<file path="src/vim_map.svh">
/*
 * constants of the video input port mode mux: register offsets, field
 * positions, mode codes and link timing.
 * assumes it is included by bare name from the package and both ends.
 */
// How it works
// RULE_01 - mode from bits 6..4 of 0x01
// RULE_02 - reset selects mode 000, SD only
// RULE_03 - codes 000,001,010,011,100,111 decode the modes
// RULE_04 - SD only: source gives 27 MHz, SD syncs (the source here divides its clock to an 80 ns, 12.5 MHz pixel clock)
// RULE_05 - SD 8/10-bit on first bus, swap takes second
// RULE_06 - SD 16/20-bit: Y and CrCb, swap shifts buses
// RULE_07 - SD RGB: red, green, blue on three buses
// RULE_08 - 8-bit widths drop the two low lines
// RULE_09 - wide SD modes use external syncs only
// RULE_10 - SD width and format from 0x88
// RULE_11 - ED/HD width from 0x33 bit 2
// RULE_12 - ED/HD only: source gives clock and syncs
// RULE_13 - DDR only 4:2:2; RGB only single rate
// RULE_14 - HD SDR 4:2:2: Y second, CrCb third bus
// RULE_15 - HD DDR: Y, CrCb on opposite edges
// RULE_16 - HD 4:4:4 YCrCb: Y second, Cr first, Cb third
// RULE_17 - HD RGB: red, green, blue on three buses
// RULE_18 - simultaneous: SD on primary, HD on secondary
// RULE_19 - simultaneous SDR: SD first, HD Y second, CrCb third
// RULE_20 - simultaneous DDR: SD first, HD DDR second bus
// RULE_21 - ED 54: interleaved YCrCb on second bus
// RULE_22 - SDR words taken once per active edge
`ifndef VIM_MAP_SVH
`define VIM_MAP_SVH

// ==========================================================
// register offsets
`define VIM_REG_MODE 8'h01
`define VIM_REG_HD_FMT 8'h33
`define VIM_REG_HD_CTL 8'h35
`define VIM_REG_SD_CTL 8'h87
`define VIM_REG_SD_FMT 8'h88
`define VIM_REG_STATUS 8'h40
`define VIM_REG_RESET 8'h00

// ==========================================================
// field positions
`define VIM_MODE_MSB 6
`define VIM_MODE_LSB 4
`define VIM_SWAP_BIT 7
`define VIM_EDGE_MSB 2
`define VIM_EDGE_LSB 1
`define VIM_EDGE_Y_RISE 2'h0
`define VIM_HD_WIDTH_BIT 2
`define VIM_HD_422_BIT 6
`define VIM_HD_RGB_BIT 1
`define VIM_SD_RGB_BIT 7
`define VIM_SD_WIDTH_BIT 4
`define VIM_SD_WIDE_BIT 3

// ==========================================================
// mode codes
`define VIM_CODE_SD 3'h0
`define VIM_CODE_HD_SDR 3'h1
`define VIM_CODE_HD_DDR 3'h2
`define VIM_CODE_SD_HD_SDR 3'h3
`define VIM_CODE_SD_HD_DDR 3'h4
`define VIM_CODE_ED54 3'h7

// ==========================================================
// buses and link timing
`define VIM_BUS_W 10
`define VIM_REG_W 8
`define VIM_SYS_PERIOD_NS 10
`define VIM_LINK_PERIOD_NS 80
`define VIM_DIV_HALF 3'((`VIM_LINK_PERIOD_NS / `VIM_SYS_PERIOD_NS) / 2)
`define VIM_DIV_MID 3'((`VIM_LINK_PERIOD_NS / `VIM_SYS_PERIOD_NS) / 4)
`define VIM_DIV_LAST 3'((`VIM_LINK_PERIOD_NS / `VIM_SYS_PERIOD_NS) - 1)

`endif

</file>
<file path="src/vim_pkg.sv">
/*
 * types shared by both ends of the video input port mode mux.
 * assumes vim_map.svh is on the include path.
 */
`default_nettype none
`include "vim_map.svh"

package vim_pkg;

    typedef logic [`VIM_BUS_W-1:0] vim_word_type;
    typedef logic [`VIM_REG_W-1:0] vim_byte_type;

    // decoded input modes
    typedef enum logic [2:0] {
        VIM_M_SD,
        VIM_M_HD_SDR,
        VIM_M_HD_DDR,
        VIM_M_SD_HD_SDR,
        VIM_M_SD_HD_DDR,
        VIM_M_ED54,
        VIM_M_NONE
    } vim_mode_type;

    // whole state of the device end
    typedef struct packed {
        vim_byte_type mode_r;
        vim_byte_type hd_fmt_r;
        vim_byte_type hd_ctl_r;
        vim_byte_type sd_ctl_r;
        vim_byte_type sd_fmt_r;
        vim_byte_type rdata;
        logic [2:0] pa;
        logic [2:0] pb;
        vim_word_type s_m, s_s, y_m, y_s, c_m, c_s;
        logic [4:0] syn_m, syn_s;
        vim_word_type sd_ch0, sd_ch1, sd_ch2;
        logic sd_valid;
        logic [1:0] sd_syn;
        vim_word_type hd_ch0, hd_ch1, hd_ch2;
        logic hd_valid;
        logic [2:0] hd_syn;
        vim_word_type ddr_y;
        logic ddr_have;
        logic ext_sync;
    } vim_dev_state_type;

    // whole state of the source end
    typedef struct packed {
        logic [2:0] cnt;
        logic pa, pb;
        vim_word_type s, y, c;
        logic [4:0] syn;
        logic take;
    } vim_src_state_type;

endpackage : vim_pkg

`default_nettype wire

</file>
<file path="src/vim_if.sv">
/*
 * pins between a video source and the encoder input port.
 * assumes both ends run off their own system clocks.
 */
`default_nettype none

interface vim_if;
    import vim_pkg::*;
    logic primary_pixel_clock_in;
    logic secondary_pixel_clock_in;
    vim_word_type s_bus, y_bus, c_bus;
    logic sd_hsync_n, sd_vsync_n;
    logic hd_hsync_n, hd_vsync_n, hd_blank_n;

    modport device (
        input primary_pixel_clock_in, secondary_pixel_clock_in,
        input s_bus, y_bus, c_bus,
        input sd_hsync_n, sd_vsync_n, hd_hsync_n, hd_vsync_n, hd_blank_n
    );
    modport source (
        output primary_pixel_clock_in, secondary_pixel_clock_in,
        output s_bus, y_bus, c_bus,
        output sd_hsync_n, sd_vsync_n, hd_hsync_n, hd_vsync_n, hd_blank_n
    );
endinterface : vim_if

`default_nettype wire

</file>
<file path="src/vim_device.sv">
/*
 * device end: input mode mux of the encoder. samples the pixel clocks
 * and buses, maps bus words onto SD and ED/HD channels per mode, and
 * holds the mode registers behind a plain register port.
 * assumes pixel data is stable two system clocks around each edge.
 */
`default_nettype none
`include "vim_map.svh"

module vim_device
    import vim_pkg::*;
(
    // system
    input wire logic clock,
    input wire logic rst_n,
    // link
    vim_if.device link,
    // register port
    input wire logic [7:0] reg_addr,
    input var vim_byte_type reg_wdata,
    input wire logic reg_wr,
    input wire logic reg_rd,
    output vim_byte_type reg_rdata,
    // sd channels
    output vim_word_type sd_ch0,
    output vim_word_type sd_ch1,
    output vim_word_type sd_ch2,
    output logic sd_valid,
    output logic sd_hsync_n,
    output logic sd_vsync_n,
    output logic sd_ext_sync,
    // ed/hd channels
    output vim_word_type hd_ch0,
    output vim_word_type hd_ch1,
    output vim_word_type hd_ch2,
    output logic hd_valid,
    output logic hd_hsync_n,
    output logic hd_vsync_n,
    output logic hd_blank_n
);

    vim_dev_state_type q, d;

    // ==========================================================
    // helpers

    // map the mode field onto a mode
    function automatic vim_mode_type decode_mode(input logic [2:0] code);
        unique case (code)
            `VIM_CODE_SD: decode_mode = VIM_M_SD;
            `VIM_CODE_HD_SDR: decode_mode = VIM_M_HD_SDR;
            `VIM_CODE_HD_DDR: decode_mode = VIM_M_HD_DDR;
            `VIM_CODE_SD_HD_SDR: decode_mode = VIM_M_SD_HD_SDR;
            `VIM_CODE_SD_HD_DDR: decode_mode = VIM_M_SD_HD_DDR;
            `VIM_CODE_ED54: decode_mode = VIM_M_ED54;
            default: decode_mode = VIM_M_NONE;
        endcase
    endfunction : decode_mode

    // narrow mode keeps only the eight upper lines
    function automatic vim_word_type fit(input vim_word_type w,
                                         input logic ten);
        fit = ten ? w : {w[9:2], 2'b00};
    endfunction : fit

    // ==========================================================
    // decode of the current settings
    vim_mode_type mode;
    logic swap, sd_rgb, sd_wide, sd_ten;
    logic hd_rgb, hd_422, hd_ten, y_on_rise;
    logic pa_rise, pb_rise, pb_fall, pa_fall;
    logic sd_on, hd_on, hd_sec, hd_ddr, hd_rise, hd_fall;
    logic y_edge, c_edge;

    always_comb begin
        mode = decode_mode(q.mode_r[`VIM_MODE_MSB:`VIM_MODE_LSB]); // RULE_01 RULE_03
        swap = q.mode_r[`VIM_SWAP_BIT];
        y_on_rise = (q.mode_r[`VIM_EDGE_MSB:`VIM_EDGE_LSB]
                     == `VIM_EDGE_Y_RISE); // RULE_15 RULE_20
        sd_rgb = q.sd_ctl_r[`VIM_SD_RGB_BIT];
        sd_wide = q.sd_fmt_r[`VIM_SD_WIDE_BIT]; // RULE_10
        sd_ten = q.sd_fmt_r[`VIM_SD_WIDTH_BIT]; // RULE_10
        hd_rgb = q.hd_ctl_r[`VIM_HD_RGB_BIT];
        hd_422 = q.hd_fmt_r[`VIM_HD_422_BIT];
        hd_ten = q.hd_fmt_r[`VIM_HD_WIDTH_BIT]; // RULE_11
        // edges of the sampled pixel clocks
        pa_rise = q.pa[1] & ~q.pa[2];
        pa_fall = ~q.pa[1] & q.pa[2];
        pb_rise = q.pb[1] & ~q.pb[2];
        pb_fall = ~q.pb[1] & q.pb[2];
        // which paths run and on which clock
        sd_on = (mode == VIM_M_SD) || (mode == VIM_M_SD_HD_SDR) ||
                (mode == VIM_M_SD_HD_DDR);
        hd_sec = (mode == VIM_M_SD_HD_SDR) || (mode == VIM_M_SD_HD_DDR); // RULE_18
        hd_on = (mode != VIM_M_SD) && (mode != VIM_M_NONE);
        hd_ddr = (mode == VIM_M_HD_DDR) || (mode == VIM_M_SD_HD_DDR);
        hd_rise = hd_sec ? pb_rise : pa_rise;
        hd_fall = hd_sec ? pb_fall : pa_fall;
        y_edge = y_on_rise ? hd_rise : hd_fall;
        c_edge = y_on_rise ? hd_fall : hd_rise;
    end

    // ==========================================================
    // next state
    always_comb begin
        d = q;
        d.sd_valid = 1'b0;
        d.hd_valid = 1'b0;

        // two-flop synchronisers on every pin
        d.pa = {q.pa[1:0], link.primary_pixel_clock_in};
        d.pb = {q.pb[1:0], link.secondary_pixel_clock_in};
        d.s_m = link.s_bus;
        d.s_s = q.s_m;
        d.y_m = link.y_bus;
        d.y_s = q.y_m;
        d.c_m = link.c_bus;
        d.c_s = q.c_m;
        d.syn_m = {link.sd_hsync_n, link.sd_vsync_n,
                   link.hd_hsync_n, link.hd_vsync_n, link.hd_blank_n};
        d.syn_s = q.syn_m;

        // register writes
        if (reg_wr) begin
            unique case (reg_addr)
                `VIM_REG_MODE: d.mode_r = reg_wdata; // RULE_01
                `VIM_REG_HD_FMT: d.hd_fmt_r = reg_wdata;
                `VIM_REG_HD_CTL: d.hd_ctl_r = reg_wdata;
                `VIM_REG_SD_CTL: d.sd_ctl_r = reg_wdata;
                `VIM_REG_SD_FMT: d.sd_fmt_r = reg_wdata;
                default: ;
            endcase
        end

        // register reads, data in the following cycle only
        d.rdata = `VIM_REG_RESET;
        if (reg_rd) begin
            unique case (reg_addr)
                `VIM_REG_MODE: d.rdata = q.mode_r;
                `VIM_REG_HD_FMT: d.rdata = q.hd_fmt_r;
                `VIM_REG_HD_CTL: d.rdata = q.hd_ctl_r;
                `VIM_REG_SD_CTL: d.rdata = q.sd_ctl_r;
                `VIM_REG_SD_FMT: d.rdata = q.sd_fmt_r;
                `VIM_REG_STATUS: d.rdata = {q.pa[1], q.pb[1], q.ddr_have,
                                            q.ext_sync, 1'b0, 3'(mode)};
                default: d.rdata = `VIM_REG_RESET;
            endcase
        end

        // wide and rgb SD modes rely on the sync pins alone
        d.ext_sync = (mode == VIM_M_SD) && (sd_rgb || sd_wide); // RULE_09

        // sd path, one word set per rising primary edge
        if (sd_on && pa_rise) begin // RULE_22
            d.sd_valid = 1'b1;
            d.sd_syn = q.syn_s[4:3]; // RULE_09
            d.sd_ch1 = '0;
            d.sd_ch2 = '0;
            if (mode != VIM_M_SD) begin
                d.sd_ch0 = fit(q.s_s, sd_ten); // RULE_19 RULE_20
            end else if (sd_rgb) begin
                d.sd_ch0 = fit(q.s_s, sd_ten); // RULE_07
                d.sd_ch1 = fit(q.y_s, sd_ten); // RULE_07
                d.sd_ch2 = fit(q.c_s, sd_ten); // RULE_07 RULE_08
            end else if (sd_wide) begin
                d.sd_ch0 = fit(swap ? q.y_s : q.s_s, sd_ten); // RULE_06
                d.sd_ch1 = fit(swap ? q.c_s : q.y_s, sd_ten); // RULE_06
            end else begin
                d.sd_ch0 = fit(swap ? q.y_s : q.s_s, sd_ten); // RULE_05 RULE_08
            end
        end

        // ed/hd dual rate: Y on one edge, CrCb on the other
        if (hd_on && hd_ddr) begin // RULE_13
            if (y_edge) begin
                d.ddr_y = fit(q.y_s, hd_ten); // RULE_15 RULE_20
                d.ddr_have = 1'b1;
            end else if (c_edge && q.ddr_have) begin
                d.hd_ch0 = q.ddr_y;
                d.hd_ch1 = fit(q.y_s, hd_ten); // RULE_15 RULE_20
                d.hd_ch2 = '0;
                d.hd_valid = 1'b1;
                d.hd_syn = q.syn_s[2:0];
                d.ddr_have = 1'b0;
            end
        end else if (hd_on && hd_rise) begin // RULE_22
            d.ddr_have = 1'b0;
            d.hd_valid = 1'b1;
            d.hd_syn = q.syn_s[2:0];
            d.hd_ch1 = '0;
            d.hd_ch2 = '0;
            if (mode == VIM_M_ED54) begin
                d.hd_ch0 = fit(q.y_s, hd_ten); // RULE_21
            end else if (mode == VIM_M_SD_HD_SDR) begin
                d.hd_ch0 = fit(q.y_s, hd_ten); // RULE_19
                d.hd_ch1 = fit(q.c_s, hd_ten); // RULE_19
            end else if (hd_rgb) begin
                d.hd_ch0 = fit(q.s_s, hd_ten); // RULE_17 RULE_13
                d.hd_ch1 = fit(q.y_s, hd_ten); // RULE_17
                d.hd_ch2 = fit(q.c_s, hd_ten); // RULE_17
            end else if (hd_422) begin
                d.hd_ch0 = fit(q.y_s, hd_ten); // RULE_14
                d.hd_ch1 = fit(q.c_s, hd_ten); // RULE_14
            end else begin
                d.hd_ch0 = fit(q.y_s, hd_ten); // RULE_16
                d.hd_ch1 = fit(q.s_s, hd_ten); // RULE_16
                d.hd_ch2 = fit(q.c_s, hd_ten); // RULE_16
            end
        end else if (!hd_on) begin
            d.ddr_have = 1'b0;
        end
    end

    // ==========================================================
    // state register; all zero selects SD only
    always_ff @(posedge clock) begin
        if (!rst_n) begin
            q <= '0; // RULE_02
            q.sd_syn <= 2'h3;
            q.hd_syn <= 3'h7;
        end else begin
            q <= d;
        end
    end

    // ==========================================================
    // outputs straight from flops
    assign reg_rdata = q.rdata;
    assign sd_ch0 = q.sd_ch0;
    assign sd_ch1 = q.sd_ch1;
    assign sd_ch2 = q.sd_ch2;
    assign sd_valid = q.sd_valid;
    assign {sd_hsync_n, sd_vsync_n} = q.sd_syn;
    assign sd_ext_sync = q.ext_sync;
    assign hd_ch0 = q.hd_ch0;
    assign hd_ch1 = q.hd_ch1;
    assign hd_ch2 = q.hd_ch2;
    assign hd_valid = q.hd_valid;
    assign {hd_hsync_n, hd_vsync_n, hd_blank_n} = q.hd_syn;

endmodule : vim_device

`default_nettype wire

</file>
<file path="src/flat_wrapper.sv">
// flat-port wrapper written by rule: the top's interface ports become plain ports
module vim_device_flat import vim_pkg::*;
  (clock, rst_n, reg_addr, reg_wdata, reg_wr, reg_rd, reg_rdata, sd_ch0, sd_ch1, sd_ch2, sd_valid, sd_hsync_n, sd_vsync_n, sd_ext_sync, hd_ch0, hd_ch1, hd_ch2, hd_valid, hd_hsync_n, hd_vsync_n, hd_blank_n, link_primary_pixel_clock_in, link_secondary_pixel_clock_in, link_s_bus, link_y_bus, link_c_bus, link_sd_hsync_n, link_sd_vsync_n, link_hd_hsync_n, link_hd_vsync_n, link_hd_blank_n);
  vim_if link_i ();
  input wire logic clock;
  input wire logic rst_n;
  input wire logic [7:0] reg_addr;
  input var vim_byte_type reg_wdata;
  input wire logic reg_wr;
  input wire logic reg_rd;
  output vim_byte_type reg_rdata;
  output vim_word_type sd_ch0;
  output vim_word_type sd_ch1;
  output vim_word_type sd_ch2;
  output logic sd_valid;
  output logic sd_hsync_n;
  output logic sd_vsync_n;
  output logic sd_ext_sync;
  output vim_word_type hd_ch0;
  output vim_word_type hd_ch1;
  output vim_word_type hd_ch2;
  output logic hd_valid;
  output logic hd_hsync_n;
  output logic hd_vsync_n;
  output logic hd_blank_n;
  input wire logic [$bits(link_i.primary_pixel_clock_in)-1:0] link_primary_pixel_clock_in;
  input wire logic [$bits(link_i.secondary_pixel_clock_in)-1:0] link_secondary_pixel_clock_in;
  input wire logic [$bits(link_i.s_bus)-1:0] link_s_bus;
  input wire logic [$bits(link_i.y_bus)-1:0] link_y_bus;
  input wire logic [$bits(link_i.c_bus)-1:0] link_c_bus;
  input wire logic [$bits(link_i.sd_hsync_n)-1:0] link_sd_hsync_n;
  input wire logic [$bits(link_i.sd_vsync_n)-1:0] link_sd_vsync_n;
  input wire logic [$bits(link_i.hd_hsync_n)-1:0] link_hd_hsync_n;
  input wire logic [$bits(link_i.hd_vsync_n)-1:0] link_hd_vsync_n;
  input wire logic [$bits(link_i.hd_blank_n)-1:0] link_hd_blank_n;
  assign link_i.primary_pixel_clock_in = link_primary_pixel_clock_in;
  assign link_i.secondary_pixel_clock_in = link_secondary_pixel_clock_in;
  assign link_i.s_bus = link_s_bus;
  assign link_i.y_bus = link_y_bus;
  assign link_i.c_bus = link_c_bus;
  assign link_i.sd_hsync_n = link_sd_hsync_n;
  assign link_i.sd_vsync_n = link_sd_vsync_n;
  assign link_i.hd_hsync_n = link_hd_hsync_n;
  assign link_i.hd_vsync_n = link_hd_vsync_n;
  assign link_i.hd_blank_n = link_hd_blank_n;
  vim_device u_core (.clock(clock), .rst_n(rst_n), .link(link_i), .reg_addr(reg_addr), .reg_wdata(reg_wdata), .reg_wr(reg_wr), .reg_rd(reg_rd), .reg_rdata(reg_rdata), .sd_ch0(sd_ch0), .sd_ch1(sd_ch1), .sd_ch2(sd_ch2), .sd_valid(sd_valid), .sd_hsync_n(sd_hsync_n), .sd_vsync_n(sd_vsync_n), .sd_ext_sync(sd_ext_sync), .hd_ch0(hd_ch0), .hd_ch1(hd_ch1), .hd_ch2(hd_ch2), .hd_valid(hd_valid), .hd_hsync_n(hd_hsync_n), .hd_vsync_n(hd_vsync_n), .hd_blank_n(hd_blank_n));
endmodule
</file>
<file path="config.mk">
export PLATFORM = sky130hd
export DESIGN_NAME = vim_device_flat
export DESIGN_NICKNAME = d
export VERILOG_FILES = /design/src/vim_pkg.sv /design/src/vim_if.sv /design/src/vim_device.sv /design/src/flat_wrapper.sv
export VERILOG_INCLUDE_DIRS = /design/src
export SDC_FILE = /design/constraint.sdc
export NUM_CORES = 1
export LEC_CHECK = 0
export BUFFER_PORTS_ARGS = -buffer_cell sky130_fd_sc_hd__buf_2
export CORE_MARGIN = 5
export CORE_UTILIZATION = 45
export CTS_BUF_LIST = sky130_fd_sc_hd__clkbuf_4 sky130_fd_sc_hd__clkbuf_8
export CTS_CLUSTER_DIAMETER = 150
export CTS_CLUSTER_SIZE = 28
export DETAILED_ROUTE_END_ITERATION = 10
export GPL_ROUTABILITY_DRIVEN = 1
export PLACE_DENSITY = 0.64
export SLEW_MARGIN = 10
export SYNTH_ARGS = -nofsm -noshare
export SYNTH_HDL_FRONTEND = slang
export SYNTH_SLANG_ARGS = --single-unit
</file>
<file path="constraint.sdc">
create_clock -name clock -period 3.25 [get_ports clock]
set_input_delay 0.1625 -clock clock [delete_from_list [all_inputs] [get_ports clock]]
set_output_delay 0.1625 -clock clock [all_outputs]
set_load 0.01 [all_outputs]
</file>
==> results by group <==
Outcome
  – Run status: finished, final reports clean

Worst hold path
  – WHS Endpoint: u_core.reg_rdata[2]
  – Hold Path Depth: 4
  – Worst Hold Class: input port to register
  – Hold Crit Start: reg_addr[7]

Cells and area
  – Commonest non-fill, non-tap cell in the layout: dfxtp_1
  – Nets: between 1000 and 1500
  – Most frequent cells in the layout: dfxtp_1 (203), buf_2 (131), nand2_1 (100), and2_1 (84), nand3_1 (65)
  – Filler instances: around 1700
  – Finished Layout Cells: approximately 1200
  – Area of the multi-input gates: approximately 3700 um^2
  – Fraction of layout cells with a size suffix above 1: around 18%
  – P&R area growth vs syn: 11.32%
  – Sequential cell area: 4064 um^2
  – Number of antenna diodes: 0

Placement
  – RD Place Congestion: roughly 0.83
  – PortBufs: between 100 and 150
  – Dpl cells: 1172
  – Place WS: roughly 0.40 ns
  – HPWL after DPL: about 15 mm

Global route
  – All-Layer GR Usage: 19.65%
  – Pin count of the biggest net entering global routing: 75
  – First-pass GRT wire length: ~35 mm
  – Initial antenna violation count: 0
  – Vias in the first global route: between 6000 and 7000
  – Global route total overflow: 0

Synth
  – Synth top area share: a little under half
  – Net Count, Synth: 975
  – Seq/Total Area, Yosys: around 48%
  – Async set-reset flop share out of synthesis: 0%
  – Post-synthesis register bit count: between 200 and 250
  – Synth area leaders: dfxtp_1 (48%), and2_1 (6.2%), buf_4 (6.1%), nand2_1 (4.4%), mux2i_1 (3.9%)
  – Mean Syn Cell Area: between 9 and 10 um^2
  – Synth cell types: 67
  – Most used DFF post-synth: dfxtp_1
  – Syn Inst Count: between 900 and 1000
  – Synth warn: 0
  – Post-synth top area cell: dfxtp_1
  – Synth Cell Area: 8543 um^2
  – EDFF count, synth: 0

Detailed routing
  – Met1 Routed Length: 10.32 mm
  – Post-route ant nets: 0
  – Vias per cell: between 5 and 6
  – Initial DRC count: 575
  – Met2 Wirelength: between 9 and 10 mm
  – Drt pass-1 iters: 5
  – Vias after detailed routing: ~6500
  – # DRC: 0
  – Top sig layer: met4
  – Final wirelength: about 22 mm
  – WL per Instance: about 18 um
  – Met3 Wirelength: 1.428 mm

Critical path
  – Worst path bufs/invs: 0
  – Max FO, Critical Path: 20
  – CP required: about 3.7 ns
  – Worst R2R Path Depth: 5
  – CP Cell Sequence: and3b_1 > a2111oi_4 > nor3_4 > a221oi_1 > nor2b_1
  – Reg-to-Reg Start: u_core.q[200]
  – Setup CP Type: register to register
  – Register-to-Register Setup Slack: ~0.78 ns
  – Crit end category: register
  – Critical Path AT: between 2 and 3 ns
  – Crit-path leading delay family: simple AND/OR/NAND/NOR gates
  – Startpoint types: register
  – Worst path slowest cell: dfxtp_1
  – Crit path largest cell delay: roughly 0.8 ns
  – Reg2reg end: u_core.hd_ch0[4]

Power and ir drop
  – Sw Ratio: 23.52%
  – Pwr dens: between 400 and 500 nW/um^2
  – Clock power share: 27.9%
  – P_int: 0.002997 W
  – Peak VDD IR: ~0.37 mV
  – Sequential share of power: approximately 66%
  – Comb power frac: 6.2%
  – LEAKAGE: roughly 3.9 nW
  – Psw: slightly above 0.0009 W

Clock tree
  – CTS clk-pin slew, worst paths: 0.16 ns
  – Root Driver: clkbuf_8
  – CTS buffer count: 11
  – Number of clock sinks: just over 200
  – Clk Latency, worst-skew pair: between 0.5 and 0.6 ns
  – CTS resizes: 0
  – Max clock buf depth: 3
  – H-tree levels: 1
  – CTS tree: done

Timing
  – Max Slew Vio Count: 0
  – Final period utilization: around 76%
  – FMAX: ~400 MHz
  – RSZ-0062 raised after global routing: no
  – Final min period: approximately 2.5 ns
  – Layout Skew: between 0.03 and 0.04 ns
  – Slew headroom: between 30% and 40%
  – Endpoints failing hold: 0
  – Final setup viols: 0
  – Worst setup margin: 0.7843 ns
  – Setup TNS: 0 ns
  – Worst Tran Pin Value: 0.9812 ns

Floorplan
  – DIE WIDTH: roughly 150 um
  – Num ports: roughly 130
  – Initial core utilization: a little under half
  – DIE AREA: around 22000 um^2
  – Core ar.: 18710 um^2
  – Die height: ~150 um
  – Row count: 50

Run
  – Maxcap violations: 0
-- registers in the layout (all words and copies together) (netlist names), 8 cells and up --
register,flops
u_core.reg_rdata,8
u_core.sd_ch1,10
u_core.hd_ch2,10
u_core.q,85
u_core.d,39
u_core.sd_ch0,10
u_core.sd_ch2,10
u_core.hd_ch0,10
u_core.hd_ch1,10
-- layer usage --
metal,vias to the layer above,global-route usage [%]
met5,-,0
met4,0,4.939
met3,23,3.188
met2,206,30.74
met1,3057,28.42
li1,3254,-
-- per-stage QoR --
stage	instance area (um^2)	utilization, %	power [W]	hold slack, ns
after floorplan	8543	-	0.002743	0.2898
after global placement	8872	47.43	0.002832	0.3681
after detailed placement	8872	47.43	0.002834	0.3706
after CTS	9504	50.81	0.003962	0.08289
after global routing	9510	50.84	0.004100	0.1002
final	9510	50.84	0.003918	0.1056
-- worst reg2reg max path, cell delays in order (launching register included) --
cell and delay [ns]:
dfxtp_1 0.80, and3b_1 0.44, a2111oi_4 0.11, nor3_4 0.70
a221oi_1 0.23, nor2b_1 0.14
-- how the worst max path moves through the flow --
stage | startpoint | endpoint | slack [ns] | depth (start not counted)
2_1_floorplan | u_core.q[196] | u_core.hd_ch1[0] | 1.31 | 6
3_3_place_gp | u_core.q[200] | u_core.hd_ch0[6] | 0.51 | 5
3_5_place_dp | u_core.q[200] | u_core.hd_ch0[4] | 0.40 | 5
4_1_cts | u_core.q[200] | u_core.hd_ch0[4] | 0.36 | 5
5_1_grt | u_core.q[200] | u_core.hd_ch0[4] | 0.59 | 5
6_report | u_core.q[200] | u_core.hd_ch0[4] | 0.78 | 5
-- synthesized netlist by cell type, drive strengths merged (4+ instances only) --
master	count
a211o	8
a211oi	11
a21boi	44
a21oi	26
a221oi	10
a222oi	7
a22o	14
a22oi	7
and2	85
and3	10
buf	78
clkbuf	51
dfxtp	203
inv	12
mux2i	33
nand2	101
nand3	65
nand3b	12
nor2	6
nor2b	33
nor3	16
nor3b	4
o211a	8
o21ai	26
-- final cells by class --
cell class	count	area share, %
well taps	234	3.079
flip-flops and latches	203	42.73
clock buffers	11	1.592
multi-input cells	574	38.76
repair buffers	194	13.05
inverters	12	0.4736
clock inverters	1	0.3157
-- logic make-up (layout without fill, tap and decap cells) --
kind of cell / count (synthesis) / in the layout / share of synthesized area (%)
simple gates: 357 / 357 / 22.91
flops: 203 / 203 / 47.57
compound gates: 181 / 181 / 15.91
buf+inv: 141 / 218 / 9.417
mux: 34 / 34 / 3.998
xor+xnor: 2 / 2 / 0.2051
-- what timing repair did --
action	in CTS	in global routing
hold endpoints to repair	76	0
hold buffers	45	0
buffers inserted	0	0
-- power by group through the flow --
stage | clock (W) | combinational [W] | sequential (W)
after global routing | 0.00124 | 0.000269 | 0.00259
after CTS | 0.00114 | 0.000242 | 0.00258
after detailed placement | 0 | 0.000200 | 0.00263
after global placement | 0 | 0.000199 | 0.00263
after floorplan | 0 | 0.000129 | 0.00261
final | 0.00109 | 0.000243 | 0.00258
Note: power is estimated with default switching activity, not from simulation.
